File: src/pkg/serial_port_pkg.sv
package serial_port_pkg;

  // Byte address is four times the register index.
  localparam int          ADDR_W       = 18;
  localparam logic [15:0] IDX_PULLDOWN = 16'hff45;
  localparam logic [15:0] IDX_TRIGGER  = 16'hff70;
  localparam logic [15:0] IDX_MODE     = 16'hff71;
  localparam logic [15:0] IDX_DATA_LO  = 16'hff72;
  localparam logic [15:0] IDX_DATA_HI  = 16'hff73;
  localparam logic [15:0] IDX_IRQ_MASK = 16'hffe2;
  localparam logic [15:0] IDX_IRQ_FLAG = 16'hfff2;

  localparam int BIT_IN_PD    = 0;
  localparam int BIT_CLK_PD   = 2;
  localparam int BIT_FUNC_EN  = 0;
  localparam int BIT_TRIGGER  = 1;
  localparam int BIT_OUT_EN   = 2;
  localparam int BIT_IRQ      = 0;

  localparam logic       RST_PULLDOWN = 1'b1;
  localparam logic [3:0] RST_MODE     = 4'h0;
  localparam logic [3:0] LAST_BIT_CNT = 4'h7;

  localparam logic [1:0] RESP_OKAY    = 2'h0;
  localparam logic [1:0] RESP_SLVERR  = 2'h2;

  typedef enum logic [1:0] {
    SRC_SLAVE    = 2'b00,
    SRC_TIMER    = 2'b01,
    SRC_OSC_HALF = 2'b10,
    SRC_OSC      = 2'b11
  } clk_src_t;

  typedef struct packed {
    logic     bit_order_sel;
    logic     sample_edge_sel;
    clk_src_t clock_source_sel;
  } mode_t;

  typedef enum logic {
    ST_IDLE = 1'b0,
    ST_RUN  = 1'b1
  } state_t;

endpackage

File: src/hw/clocked_serial_port_8bit.sv
// Register access over AXI4-Lite was left to the implementer.
`timescale 1ns/1ps
module clocked_serial_port_8bit
  import serial_port_pkg::*;
#(
  parameter bit NEG_POLARITY = 1'b0
) (
  input  wire logic              clk_i,
  input  wire logic              rst_n_i,
  input  wire logic              ce_i,
  input  wire logic [ADDR_W-1:0] s_axi_awaddr,
  input  wire logic              s_axi_awvalid,
  output logic                   s_axi_awready,
  input  wire logic [31:0]       s_axi_wdata,
  input  wire logic [3:0]        s_axi_wstrb,
  input  wire logic              s_axi_wvalid,
  output logic                   s_axi_wready,
  output logic [1:0]             s_axi_bresp,
  output logic                   s_axi_bvalid,
  input  wire logic              s_axi_bready,
  input  wire logic [ADDR_W-1:0] s_axi_araddr,
  input  wire logic              s_axi_arvalid,
  output logic                   s_axi_arready,
  output logic [31:0]            s_axi_rdata,
  output logic [1:0]             s_axi_rresp,
  output logic                   s_axi_rvalid,
  input  wire logic              s_axi_rready,
  input  wire logic              slow_osc_clock_i,
  input  wire logic              timer2_underflow_i,
  input  wire logic              serial_in_pin_i,
  input  wire logic              sclk_pin_i,
  output logic                   sclk_pin_o,
  output logic                   sclk_pin_oe_n_o,
  output logic                   serial_out_pin_o,
  output logic                   serial_out_route_o,
  output logic                   input_pin_pulldown_o,
  output logic                   clock_pin_pulldown_o,
  output logic                   serial_function_o,
  output logic                   slave_ready_pin_o,
  output logic                   serial_irq_o
);

  function automatic logic hit(input logic [ADDR_W-1:0] a, input logic [15:0] idx);
    return a[ADDR_W-1:2] == idx;
  endfunction

  // Pin synchronisers: osc, clock pin, data pin.
  logic [2:0] async_in;
  logic [2:0] sync1_q;
  logic [2:0] sync2_q;
  assign async_in = {serial_in_pin_i, sclk_pin_i, slow_osc_clock_i};

  genvar gi;
  generate
    for (gi = 0; gi < 3; gi++) begin : g_sync
      always_ff @(posedge clk_i or negedge rst_n_i) begin
        if (!rst_n_i) begin
          sync1_q[gi] <= 1'b0;
          sync2_q[gi] <= 1'b0;
        end else if (ce_i) begin
          sync1_q[gi] <= async_in[gi];
          sync2_q[gi] <= sync1_q[gi];
        end
      end
    end
  endgenerate

  // Registers.
  logic   in_pd_q, clk_pd_q, func_en_q, out_en_q, irq_en_q, irq_flag_q, irq_q;
  mode_t  mode_q;
  state_t state_q;
  logic   armed_q;
  logic   [7:0] sh_q, sh_d;
  logic   [3:0] cnt_q;
  logic   sample_bit_q, serial_out_pin_q, osc_q, mclk_q, prev_q;

  // Bus write and read paths.
  logic              aw_hold_q, w_hold_q, bvalid_q, rvalid_q;
  logic [ADDR_W-1:0] aw_addr_q;
  logic [3:0]        w_nib_q;
  logic              w_lane_q;
  logic [1:0]        bresp_q, rresp_q;
  logic [3:0]        rdata_q;

  wire wr_fire = ce_i & aw_hold_q & w_hold_q & ~bvalid_q;
  wire wr_en   = wr_fire & w_lane_q;
  wire rd_fire = ce_i & s_axi_arvalid & ~rvalid_q;

  wire wr_pd    = wr_en & hit(aw_addr_q, IDX_PULLDOWN);
  wire wr_trig  = wr_en & hit(aw_addr_q, IDX_TRIGGER);
  wire wr_mode  = wr_en & hit(aw_addr_q, IDX_MODE);
  wire wr_lo    = wr_en & hit(aw_addr_q, IDX_DATA_LO);
  wire wr_hi    = wr_en & hit(aw_addr_q, IDX_DATA_HI);
  wire wr_mask  = wr_en & hit(aw_addr_q, IDX_IRQ_MASK);
  wire wr_flag  = wr_en & hit(aw_addr_q, IDX_IRQ_FLAG);
  wire rd_data  = rd_fire & (hit(s_axi_araddr, IDX_DATA_LO) | hit(s_axi_araddr, IDX_DATA_HI));

  wire wr_mapped = hit(aw_addr_q, IDX_PULLDOWN) | hit(aw_addr_q, IDX_TRIGGER)
                 | hit(aw_addr_q, IDX_MODE) | hit(aw_addr_q, IDX_DATA_LO)
                 | hit(aw_addr_q, IDX_DATA_HI) | hit(aw_addr_q, IDX_IRQ_MASK)
                 | hit(aw_addr_q, IDX_IRQ_FLAG);

  // Ready drops with the clock enable, so no handshake completes while the bus is frozen.
  assign s_axi_awready = ce_i & ~aw_hold_q & ~bvalid_q;
  assign s_axi_wready  = ce_i & ~w_hold_q & ~bvalid_q;
  assign s_axi_arready = ce_i & ~rvalid_q;
  assign s_axi_bvalid  = bvalid_q;
  assign s_axi_bresp   = bresp_q;
  assign s_axi_rvalid  = rvalid_q;
  assign s_axi_rresp   = rresp_q;
  assign s_axi_rdata   = {28'h0000000, rdata_q};

  always_ff @(posedge clk_i or negedge rst_n_i) begin
    if (!rst_n_i) begin
      aw_hold_q <= 1'b0;
      aw_addr_q <= '0;
    end else if (ce_i) begin
      if (s_axi_awvalid && s_axi_awready) begin
        aw_hold_q <= 1'b1;
        aw_addr_q <= s_axi_awaddr;
      end else if (wr_fire) begin
        aw_hold_q <= 1'b0;
      end
    end
  end

  always_ff @(posedge clk_i or negedge rst_n_i) begin
    if (!rst_n_i) begin
      w_hold_q <= 1'b0;
      w_nib_q  <= 4'h0;
      w_lane_q <= 1'b0;
    end else if (ce_i) begin
      if (s_axi_wvalid && s_axi_wready) begin
        w_hold_q <= 1'b1;
        w_nib_q  <= s_axi_wdata[3:0];
        w_lane_q <= s_axi_wstrb[0];
      end else if (wr_fire) begin
        w_hold_q <= 1'b0;
      end
    end
  end

  always_ff @(posedge clk_i or negedge rst_n_i) begin
    if (!rst_n_i) begin
      bvalid_q <= 1'b0;
      bresp_q  <= RESP_OKAY;
    end else if (ce_i) begin
      if (wr_fire) begin
        bvalid_q <= 1'b1;
        bresp_q  <= wr_mapped ? RESP_OKAY : RESP_SLVERR;
      end else if (s_axi_bready) begin
        bvalid_q <= 1'b0;
      end
    end
  end

  // Read data mux.
  logic       running;
  logic [3:0] rd_value;
  logic       rd_mapped;
  assign running = (state_q == ST_RUN);

  always_comb begin
    rd_value  = 4'h0;
    rd_mapped = 1'b1;
    if (hit(s_axi_araddr, IDX_PULLDOWN)) begin
      rd_value = {1'b0, clk_pd_q, 1'b0, in_pd_q};
    end else if (hit(s_axi_araddr, IDX_TRIGGER)) begin
      rd_value = {1'b0, out_en_q, running, func_en_q};
    end else if (hit(s_axi_araddr, IDX_MODE)) begin
      rd_value = mode_q;
    end else if (hit(s_axi_araddr, IDX_DATA_LO)) begin
      rd_value = sh_q[3:0];
    end else if (hit(s_axi_araddr, IDX_DATA_HI)) begin
      rd_value = sh_q[7:4];
    end else if (hit(s_axi_araddr, IDX_IRQ_MASK)) begin
      rd_value = {3'h0, irq_en_q};
    end else if (hit(s_axi_araddr, IDX_IRQ_FLAG)) begin
      rd_value = {3'h0, irq_flag_q};
    end else begin
      rd_mapped = 1'b0;
    end
  end

  always_ff @(posedge clk_i or negedge rst_n_i) begin
    if (!rst_n_i) begin
      rvalid_q <= 1'b0;
      rresp_q  <= RESP_OKAY;
      rdata_q  <= 4'h0;
    end else if (ce_i) begin
      if (rd_fire) begin
        rvalid_q <= 1'b1;
        rresp_q  <= rd_mapped ? RESP_OKAY : RESP_SLVERR;
        rdata_q  <= rd_value;
      end else if (s_axi_rready) begin
        rvalid_q <= 1'b0;
      end
    end
  end

  // Control registers.
  always_ff @(posedge clk_i or negedge rst_n_i) begin
    if (!rst_n_i) begin
      in_pd_q   <= RST_PULLDOWN;
      clk_pd_q  <= RST_PULLDOWN;
      mode_q    <= mode_t'(RST_MODE);
      func_en_q <= 1'b0;
      out_en_q  <= 1'b0;
      irq_en_q  <= 1'b0;
    end else if (ce_i) begin
      if (wr_pd) begin
        in_pd_q  <= w_nib_q[BIT_IN_PD];
        clk_pd_q <= w_nib_q[BIT_CLK_PD];
      end
      if (wr_mode) begin
        mode_q <= mode_t'(w_nib_q);
      end
      if (wr_trig) begin
        func_en_q <= w_nib_q[BIT_FUNC_EN];
        out_en_q  <= w_nib_q[BIT_OUT_EN];
      end
      if (wr_mask) begin
        irq_en_q <= w_nib_q[BIT_IRQ];
      end
    end
  end

  // Shift clock generation and edge detection.
  // The internal clock idles high so the first edge of a run is a fall, which never shifts.
  wire master    = (mode_q.clock_source_sel != SRC_SLAVE);
  wire osc_rise  = sync2_q[0] & ~osc_q;
  wire osc_fall  = ~sync2_q[0] & osc_q;
  wire timer_ev  = ce_i & timer2_underflow_i;
  logic tick;

  always_comb begin
    case (mode_q.clock_source_sel)
      SRC_OSC:      tick = osc_rise | osc_fall;
      SRC_OSC_HALF: tick = osc_rise;
      SRC_TIMER:    tick = timer_ev;
      default:      tick = 1'b0;
    endcase
  end

  wire slave_clk = sync2_q[1] ^ NEG_POLARITY;
  wire cur_clk   = master ? mclk_q : slave_clk;
  wire rise      = ce_i & cur_clk & ~prev_q;
  wire fall      = ce_i & ~cur_clk & prev_q;
  // Inversion of the pin clock makes both phase meanings land on the same internal edge.
  wire sample_ev = running & (mode_q.sample_edge_sel ? rise : fall);
  wire shift_ev  = running & rise;
  wire done      = shift_ev & (cnt_q == LAST_BIT_CNT);
  wire start     = wr_trig & w_nib_q[BIT_TRIGGER] & ~running & armed_q & func_en_q;
  wire sin_bit   = sync2_q[2];
  wire in_bit    = mode_q.sample_edge_sel ? sin_bit : sample_bit_q;

  always_ff @(posedge clk_i or negedge rst_n_i) begin
    if (!rst_n_i) begin
      osc_q  <= 1'b0;
      prev_q <= 1'b1;
    end else if (ce_i) begin
      osc_q  <= sync2_q[0];
      prev_q <= cur_clk;
    end
  end

  always_ff @(posedge clk_i or negedge rst_n_i) begin
    if (!rst_n_i) begin
      mclk_q <= 1'b1;
    end else if (ce_i) begin
      if (!running || !master) begin
        mclk_q <= 1'b1;
      end else if (tick && !(mclk_q && cnt_q == 4'h8)) begin
        mclk_q <= ~mclk_q;
      end
    end
  end

  // Transfer state.
  always_ff @(posedge clk_i or negedge rst_n_i) begin
    if (!rst_n_i) begin
      state_q <= ST_IDLE;
      cnt_q   <= 4'h0;
      armed_q <= 1'b0;
    end else if (ce_i) begin
      case (state_q)
        ST_IDLE: begin
          if (wr_lo || wr_hi || rd_data) begin
            armed_q <= 1'b1;
          end
          if (start) begin
            state_q <= ST_RUN;
            cnt_q   <= 4'h0;
            armed_q <= 1'b0;
          end
        end
        ST_RUN: begin
          if (done) begin
            state_q <= ST_IDLE;
          end else if (shift_ev) begin
            cnt_q <= cnt_q + 4'h1;
          end
        end
        default: state_q <= ST_IDLE;
      endcase
    end
  end

  // Shared shift register: one sampled bit enters for each bit that leaves.
  always_comb begin
    sh_d = sh_q;
    if (shift_ev) begin
      if (mode_q.bit_order_sel) begin
        sh_d = {sh_q[6:0], in_bit};
      end else begin
        sh_d = {in_bit, sh_q[7:1]};
      end
    end else if (!running) begin
      if (wr_lo) begin
        sh_d[3:0] = w_nib_q;
      end
      if (wr_hi) begin
        sh_d[7:4] = w_nib_q;
      end
    end
  end

  always_ff @(posedge clk_i or negedge rst_n_i) begin
    if (!rst_n_i) begin
      sh_q         <= 8'h00;
      serial_out_pin_q       <= 1'b0;
      sample_bit_q <= 1'b0;
    end else if (ce_i) begin
      sh_q   <= sh_d;
      serial_out_pin_q <= mode_q.bit_order_sel ? sh_d[7] : sh_d[0];
      if (sample_ev) begin
        sample_bit_q <= sin_bit;
      end
    end
  end

  // Set wins over a clear arriving in the same cycle.
  always_ff @(posedge clk_i or negedge rst_n_i) begin
    if (!rst_n_i) begin
      irq_flag_q <= 1'b0;
      irq_q      <= 1'b0;
    end else if (ce_i) begin
      irq_flag_q <= done | (irq_flag_q & ~(wr_flag & w_nib_q[BIT_IRQ]));
      irq_q      <= irq_flag_q & irq_en_q;
    end
  end

  assign serial_irq_o         = irq_q;
  assign serial_out_pin_o     = serial_out_pin_q;
  assign serial_out_route_o   = func_en_q & out_en_q;
  assign serial_function_o    = func_en_q;
  assign slave_ready_pin_o    = func_en_q & ~master & running;
  assign sclk_pin_o           = mclk_q ^ NEG_POLARITY;
  assign sclk_pin_oe_n_o      = ~(func_en_q & master);
  assign input_pin_pulldown_o = in_pd_q;
  assign clock_pin_pulldown_o = clk_pd_q & ~master;

  chk_flag_on_done: assert property (@(posedge clk_i) disable iff (!rst_n_i)
    done |=> irq_flag_q) else $error("flag not set after transfer");
  chk_flag_w1c: assert property (@(posedge clk_i) disable iff (!rst_n_i)
    (wr_flag && w_nib_q[BIT_IRQ] && !done) |=> !irq_flag_q) else $error("flag not cleared");
  chk_irq_masked: assert property (@(posedge clk_i) disable iff (!rst_n_i)
    (ce_i && !irq_en_q) |=> !serial_irq_o) else $error("masked irq reached output");
  chk_trig_status: assert property (@(posedge clk_i) disable iff (!rst_n_i)
    start |=> running && cnt_q == 4'h0) else $error("trigger did not start run");
  chk_eight_counts: assert property (@(posedge clk_i) disable iff (!rst_n_i)
    (shift_ev && cnt_q != LAST_BIT_CNT) |=> running) else $error("run ended early");
  chk_run_ends: assert property (@(posedge clk_i) disable iff (!rst_n_i)
    done |=> !running) else $error("status still set after eighth clock");
  chk_out_edge: assert property (@(posedge clk_i) disable iff (!rst_n_i)
    (running && $changed(serial_out_pin_q)) |-> $past(shift_ev)) else $error("output moved off edge");
  chk_msb_first: assert property (@(posedge clk_i) disable iff (!rst_n_i)
    (shift_ev && mode_q.bit_order_sel) |=> sh_q[0] == $past(in_bit))
    else $error("msb-first shift wrong");
  chk_clk_pd_slave: assert property (@(posedge clk_i) disable iff (!rst_n_i)
    clock_pin_pulldown_o |-> !master && clk_pd_q) else $error("clock pulldown in master mode");
  chk_no_zero_trig: assert property (@(posedge clk_i) disable iff (!rst_n_i)
    (!running && !start) |=> !running) else $error("run began without trigger");

endmodule

File: config.mk
export PLATFORM = sky130hd
export DESIGN_NAME = clocked_serial_port_8bit
export DESIGN_NICKNAME = d
export VERILOG_FILES = /design/src/pkg/serial_port_pkg.sv /design/src/hw/clocked_serial_port_8bit.sv
export SDC_FILE = /design/constraint.sdc
export NUM_CORES = 1
export LEC_CHECK = 0
export ABC_AREA = 1
export BUFFER_PORTS_ARGS = -buffer_cell sky130_fd_sc_hd__buf_2
export CAP_MARGIN = 10
export CORE_MARGIN = 1.5
export CORE_UTILIZATION = 50
export DETAILED_ROUTE_END_ITERATION = 10
export PLACE_DENSITY = 0.83
export SKIP_LAST_GASP = 1
export SYNTH_ARGS = -nofsm -noshare
export SYNTH_HDL_FRONTEND = slang
export SYNTH_SLANG_ARGS = --single-unit
export TNS_END_PERCENT = 1
File: constraint.sdc
create_clock -name clk_i -period 2.1 [get_ports clk_i]
set_clock_uncertainty 0.05 [all_clocks]
set_input_delay 0.105 -clock clk_i [delete_from_list [all_inputs] [get_ports clk_i]]
set_output_delay 0.105 -clock clk_i [all_outputs]
set_load 0.005 [all_outputs]
==> results of run 1 <==
worst paths after layout:
kind                               start               end  slack, ns  cells after the start
setup / recovery            s_axi_bvalid  serial_out_pin_o       0.24                     10
hold / removal             s_axi_arvalid      s_axi_rvalid       0.02                      3
setup reg to reg            s_axi_bvalid  serial_out_pin_o       0.24                     10
hold reg to reg               sync1_q[1]        sync1_q[1]       0.42                      2
max in group asynchronous        rst_n_i          clk_pd_q       1.12                      3
min in group asynchronous        rst_n_i    s_axi_rresp[1]       0.21                      2
metrics by stage:
stage | setup WS [ns] | std cells | utilization [%] | power [mW] | hold slack (ns)
2_1_floorplan | 0.522 | 504 | - | 2.26 | -0.241
3_3_place_gp | 0.351 | 637 | 56.5 | 2.44 | 0.0406
3_5_place_dp | 0.258 | 637 | 56.5 | 2.49 | 0.0584
4_1_cts | 0.247 | 680 | 62.9 | 3.54 | 0.0228
5_1_grt | 0.0839 | 680 | 62.9 | 3.75 | 0.0394
6_report | 0.238 | 680 | 62.9 | 3.53 | 0.0236
per-layer routing:
metal	track usage, %	routed length (µm)	vias to the layer above
met5	0	0	-
met4	7.14	172	0
met3	6.35	575	19
met2	39.1	4220	139
met1	28.1	3590	1586
li1	-	-	1694
cell type report:
cell class / count / area, µm²
Clock buffer: 15 / 186
Clock inverter: 1 / 5.00
Fill cell: 661 / 2710
Inverter: 57 / 214
Multi-Input combinational cell: 341 / 1710
Sequential cell: 67 / 1680
Tap cell: 99 / 124
Timing Repair Buffer: 100 / 661
power breakdown:
part / total (mW) / switching [mW] / internal [mW]
Combinational: 0.790 / 0.463 / 0.327
Clock: 1.02 / 0.463 / 0.557
Sequential: 1.72 / 0.160 / 1.56
Total: 3.53 / 1.09 / 2.44
cells in the final DEF, fill, tap and decap left out, drive strengths merged, types with 17 or more instances in the layout:
cell           n
nand2        124
buf           73
dfrtp         63
inv           57
nor2          49
o21ai         33
conb          30
nand3         28
dlygate4sd3   27
a21oi         17
critical path, stage by stage, from the launching register on:
cell     delay (ns)
dfrtp_1        0.40
nor2_2         0.15
nand3_2        0.14
nor2_1         0.12
buf_4          0.17
nand3_1        0.23
nand2_1        0.15
nand3_1        0.10
nand3_1        0.08
nand3_1        0.11
nand2_1        0.09
flip-flops by register name, summed over array words and instances, names as in the netlist, 3 cells and up:
signal and count:
sh_q 8, aw_addr_q 16, rdata_q 4, mode_q 4
sync1_q 3, w_nib_q 4, cnt_q 4
logic make-up (layout without fill, tap and decap cells):
| group | count (synthesis) | count (layout) | share of synthesized area, % |
|---|---|---|---|
| buf+inv | 96 | 173 | 12.9 |
| simple gates | 230 | 230 | 27.9 |
| mux | 10 | 10 | 2.99 |
| compound gates | 67 | 67 | 10.3 |
| fa+ha+maj | 3 | 3 | 0.995 |
| xor+xnor | 1 | 1 | 0.232 |
| other cells | 1 | 30 | 0.0994 |
| flops | 67 | 67 | 44.6 |
==> reports/metrics.cfg, run 1 <==
[job]
drv_cap=0

[critical_path]
crit_path_start_kind=flop
crit_type=flop to flop
worstPathArrival_ns=2.10
cp.required_ns=2.34
endpoint_kind=flop
cp_max_fo=11

[die]
die_w_um=89.9
die_h_um=89.9
initial_core_util_pct=51.7
num_rows=31
core_mm2=0.00729
dieArea_mm2=0.00807
io_pins=134

[finish]
fin_nets=663
antenna_cells=0
drive_gt1_share_pct=20.3
area_growth_pct=21.5
fin_area_mm2=0.00458

[run_status]
status=finished clean

[sta]
worst_slew_pin_slew_ns=0.690
maxSlewHeadroom_pct=53.9
setup_viol=0
hold_viol_final=0
rsz0062_at_grt=false
finalCriticalPeriod_ns=1.86
fin_crit_sh_pct=88.7
timing.fmax_mhz=537
drv_slew=0
tns_ns=0

[global_routing]
grt_usage_pct=22.9
gr-total-overflow=0
grt_max_degree=47
antenna_found_initial=0
grt_pass1_vias=3413
grt_pass1_wl_um=15100

[cts]
cts.sinks=67
insertion_delay_ns=0.35
cts_resized=0
clk_pin_slew_ns=0.07
root_buffer=clkbuf_8
cts_tree=built
h-tree-depth=3
cts_buffers=9
hold_buffers=27
cts.path.max_buffers=2
cts_setup_buffers=0

[place]
io_buffers=68
hpwlAfterDp_um=6180
place_area_mm2=0.00412
gp_congestion=0.877

[synthesis]
synth_edf_count=0
yosys-top-cells-count=119 x nand2_1, 63 x dfrtp_1, 54 x inv_1, 44 x nor2_1, 33 x buf_4
syn_area_mm2=0.00377
synthTopCellsByArea=dfrtp_1 42%, nand2_1 12%, buf_4 6.6%, inv_1 5.4%, nor2_1 4.4%
async_flop_share_pct=100
yosysTopAreaCellShare_pct=41.8
synth-seq-cells=67
ys_seq_area_share_pct=44.6
synthFlopType=dfrtp_1
ys_warn_count=0
ys_types=41
synth_area_per_cell_um2=7.94
post-synth-top-count-cell=nand2_1
synth_top_area_cell=dfrtp_1
synth_cells=475

[power]
power.density_mw_per_mm2=770
cellLeakagePower_nw=2.36
vdd_ir_drop_max_mv=0.755

[routing]
wl_per_cell_um=12.6
routed_wl_um=8550
viasPerCell=5.06
ant_nets=0
drc_errors=0
vias=3438
drt_iter0_drc=327
dr.pass1.iters=5

[hold_path]
hp-class=input port to flop

(Power assumes the default switching activity.)
==> run 2, diff against run 1 <==
--- a/config.mk
+++ b/config.mk
@@ -9,9 +9,10 @@
 export BUFFER_PORTS_ARGS = -buffer_cell sky130_fd_sc_hd__buf_2
 export CAP_MARGIN = 10
 export CORE_MARGIN = 1.5
-export CORE_UTILIZATION = 50
+export CORE_UTILIZATION = 30
 export DETAILED_ROUTE_END_ITERATION = 10
-export PLACE_DENSITY = 0.83
+export MAX_ROUTING_LAYER = met4
+export PLACE_DENSITY = 0.56
 export SKIP_LAST_GASP = 1
 export SYNTH_ARGS = -nofsm -noshare
 export SYNTH_HDL_FRONTEND = slang
==> constraint.sdc (replaced) <==
create_clock -name clk_i -period 2.15 [get_ports clk_i]
set_clock_uncertainty 0.05 [all_clocks]
set_input_delay 0.1075 -clock clk_i [delete_from_list [all_inputs] [get_ports clk_i]]
set_output_delay 0.1075 -clock clk_i [all_outputs]
set_load 0.005 [all_outputs]
==> run 2 against run 1 <==
  * Sequential cell count stayed put
  * Sequential power is 2% lower
  * Routed wire length is 4.5% higher
  * Largest cell class unchanged
==> reports/metrics.cfg, run 2 (same netlist as run 1, synthesis figures left out) <==
[hold_path]
hp-class=input port to flop
min_to=s_axi_rvalid
whs_path_depth=3  ; unchanged
holdCritStartpoint=s_axi_arvalid

[routing]
ant_nets=0  ; unchanged
routed_wl_um=8940  ; +4.5%
drc_errors=0  ; unchanged
vias=3305  ; -3.9%
viasPerCell=4.42  ; -13%
dr.pass1.iters=4  ; -1
drt_iter0_drc=129  ; -61%
wl_per_cell_um=11.9  ; -5.0%

[sta]
setup_viol=0  ; unchanged
finalCriticalPeriod_ns=1.79  ; -0.0689 ns
hold_viol_final=0  ; unchanged
timing.fmax_mhz=558  ; +3.8%
hold_slack_ns=0.0395  ; +0.0159 ns
rsz0062_at_grt=false
worst_slew_pin_slew_ns=0.668  ; -0.0222 ns
fin_crit_sh_pct=83.4  ; -5.3 points
drv_slew=0  ; unchanged
maxSlewHeadroom_pct=55.4  ; +1.5 points
tns_ns=0  ; unchanged

[finish]
largestRegisters=aw_addr_q: 16 flops, sh_q: 8 flops
largest_register_ff_count=16  ; unchanged
fin_nets=663  ; unchanged
final_cell_mix=119 x nand2_1, 68 x buf_2, 63 x dfrtp_1, 54 x inv_1, 44 x nor2_1
n_fill_cell=1258  ; +90%
antenna_cells=0  ; unchanged
final_common_cell=nand2_1
area_growth_pct=26.6
drive_gt1_share_pct=20.2  ; -0.14 points
top_register=aw_addr_q

[cts]
insertion_delay_ns=0.33  ; -0.02 ns
cts_tree=built
cts_resized=0  ; unchanged
cts.sinks=67  ; unchanged
cts_buffers=9  ; unchanged
cts_setup_buffers=0  ; unchanged
root_buffer=clkbuf_16
clk_pin_slew_ns=0.05  ; -0.02 ns
h-tree-depth=3  ; unchanged
hold_buffers=27  ; unchanged
cts.path.max_buffers=2  ; unchanged

[critical_path]
cp.required_ns=2.31  ; -0.03 ns
endpoint_kind=flop
worstPathArrival_ns=1.96  ; -0.14 ns
crit_path_cell_trace=nor2_2 -> inv_1 -> nor2_2 -> nand2_1 -> mux2_1
cp_max_fo=20  ; +9
critPathSlowestCell=mux2_1
reg2reg_to=aw_addr_q[10]
crit_type=flop to flop
reg2reg_depth=5  ; -5
r2r-start=s_axi_bvalid
worst_path_most_repeated_cell=nor2_2
ff2ff_setup_slack_ns=0.36  ; +0.12 ns
crit_path_start_kind=flop
crit_path_max_incr_delay_ns=0.47  ; +0.07 ns

[global_routing]
gr-total-overflow=0  ; unchanged
grt_max_degree=68  ; +45%
grt_pass1_wl_um=15300  ; +1.2%
grt_usage_pct=15.4  ; -7.5 points
antenna_found_initial=0  ; unchanged
grt_pass1_vias=3275  ; -4.0%

[die]
die_h_um=115  ; +28%
initial_core_util_pct=31.0  ; -21 points
dieArea_mm2=0.0133  ; +64%
num_rows=40  ; +29%
io_pins=134  ; unchanged
die_w_um=115  ; +28%
core_mm2=0.0122  ; +67%

[run_status]
status=finished clean

[power]
cellLeakagePower_nw=2.40  ; +1.9%
vdd_ir_drop_max_mv=0.555  ; -27%
power.density_mw_per_mm2=819  ; +6.4%

[place]
gp_congestion=0.836  ; -4.7%
hpwlAfterDp_um=6680  ; +8.2%
io_buffers=68  ; unchanged

[job]
drv_cap=0  ; unchanged

-- run 2: changes by cell type in the layout (fill, tap and decap cells not counted) --
cell | previous run | this run
clkbuf_8 | 13 | 2
bufinv_16 | 0 | 1
clkbuf_16 | 0 | 9
-- run 2: critical path, delay by kind of cell, from the launching register on --
| kind | cells | cell delay [ns] |
|---|---|---|
| mux | 1 | 0.47 |
| simple gates | 3 | 0.67 |
| buf+inv | 1 | 0.09 |
| flops | 1 | 0.39 |
-- run 2: final cells by class --
cell class	instances	area [µm²]	share of cell area, %
Multi-Input combinational cell	341	1710	35.9
Clock inverter	2	35.0	0.734
Tap cell	168	210	4.40
Clock buffer	13	260	5.45
Timing Repair Buffer	100	661	13.8
Inverter	57	214	4.48
Sequential cell	67	1680	35.2
-- run 2: how the worst max path moves through the flow --
stage,startpoint,end,slack [ns],cells past startpoint
CTS,s_axi_bvalid,aw_addr_q[10],0.32,5
finish,s_axi_bvalid,aw_addr_q[10],0.36,5
global route,s_axi_bvalid,aw_addr_q[2],0.21,7
floorplan,sclk_pin_o,serial_out_pin_o,0.57,9
detailed placement,s_axi_bvalid,aw_addr_q[10],0.33,5
global placement,s_axi_bvalid,aw_addr_q[10],0.36,5
-- run 2: stage by stage --
step / cells / setup slack [ns] / instance area, µm² / power [mW] / util, %
CTS: 748 / 0.320 / 4770 / 3.97 / 39.3
global placement: 706 / 0.359 / 4210 / 2.41 / 34.6
global route: 748 / 0.209 / 4770 / 4.16 / 39.3
floorplan: 504 / 0.572 / 3880 / 2.20 / -
finish: 748 / 0.357 / 4770 / 3.91 / 39.3
detailed placement: 706 / 0.333 / 4210 / 2.45 / 34.6
-- run 2: report_power, final --
part / switching [mW] / internal (mW)
Combinational: 0.461 / 0.319
Clock: 0.499 / 0.951
Sequential: 0.154 / 1.52
Total: 1.11 / 2.79
-- run 2: metal layers --
layer / vias up / GRT usage [%] / routed length (µm) / part of all wire (%)
li1: 1692 / - / - / -
met4: 0 / 4.12 / 124 / 1.4
met1: 1513 / 18.3 / 4210 / 47
met2: 89 / 25.4 / 4170 / 47
met3: 11 / 4.59 / 430 / 4.8
met5: - / - / 0 / 0
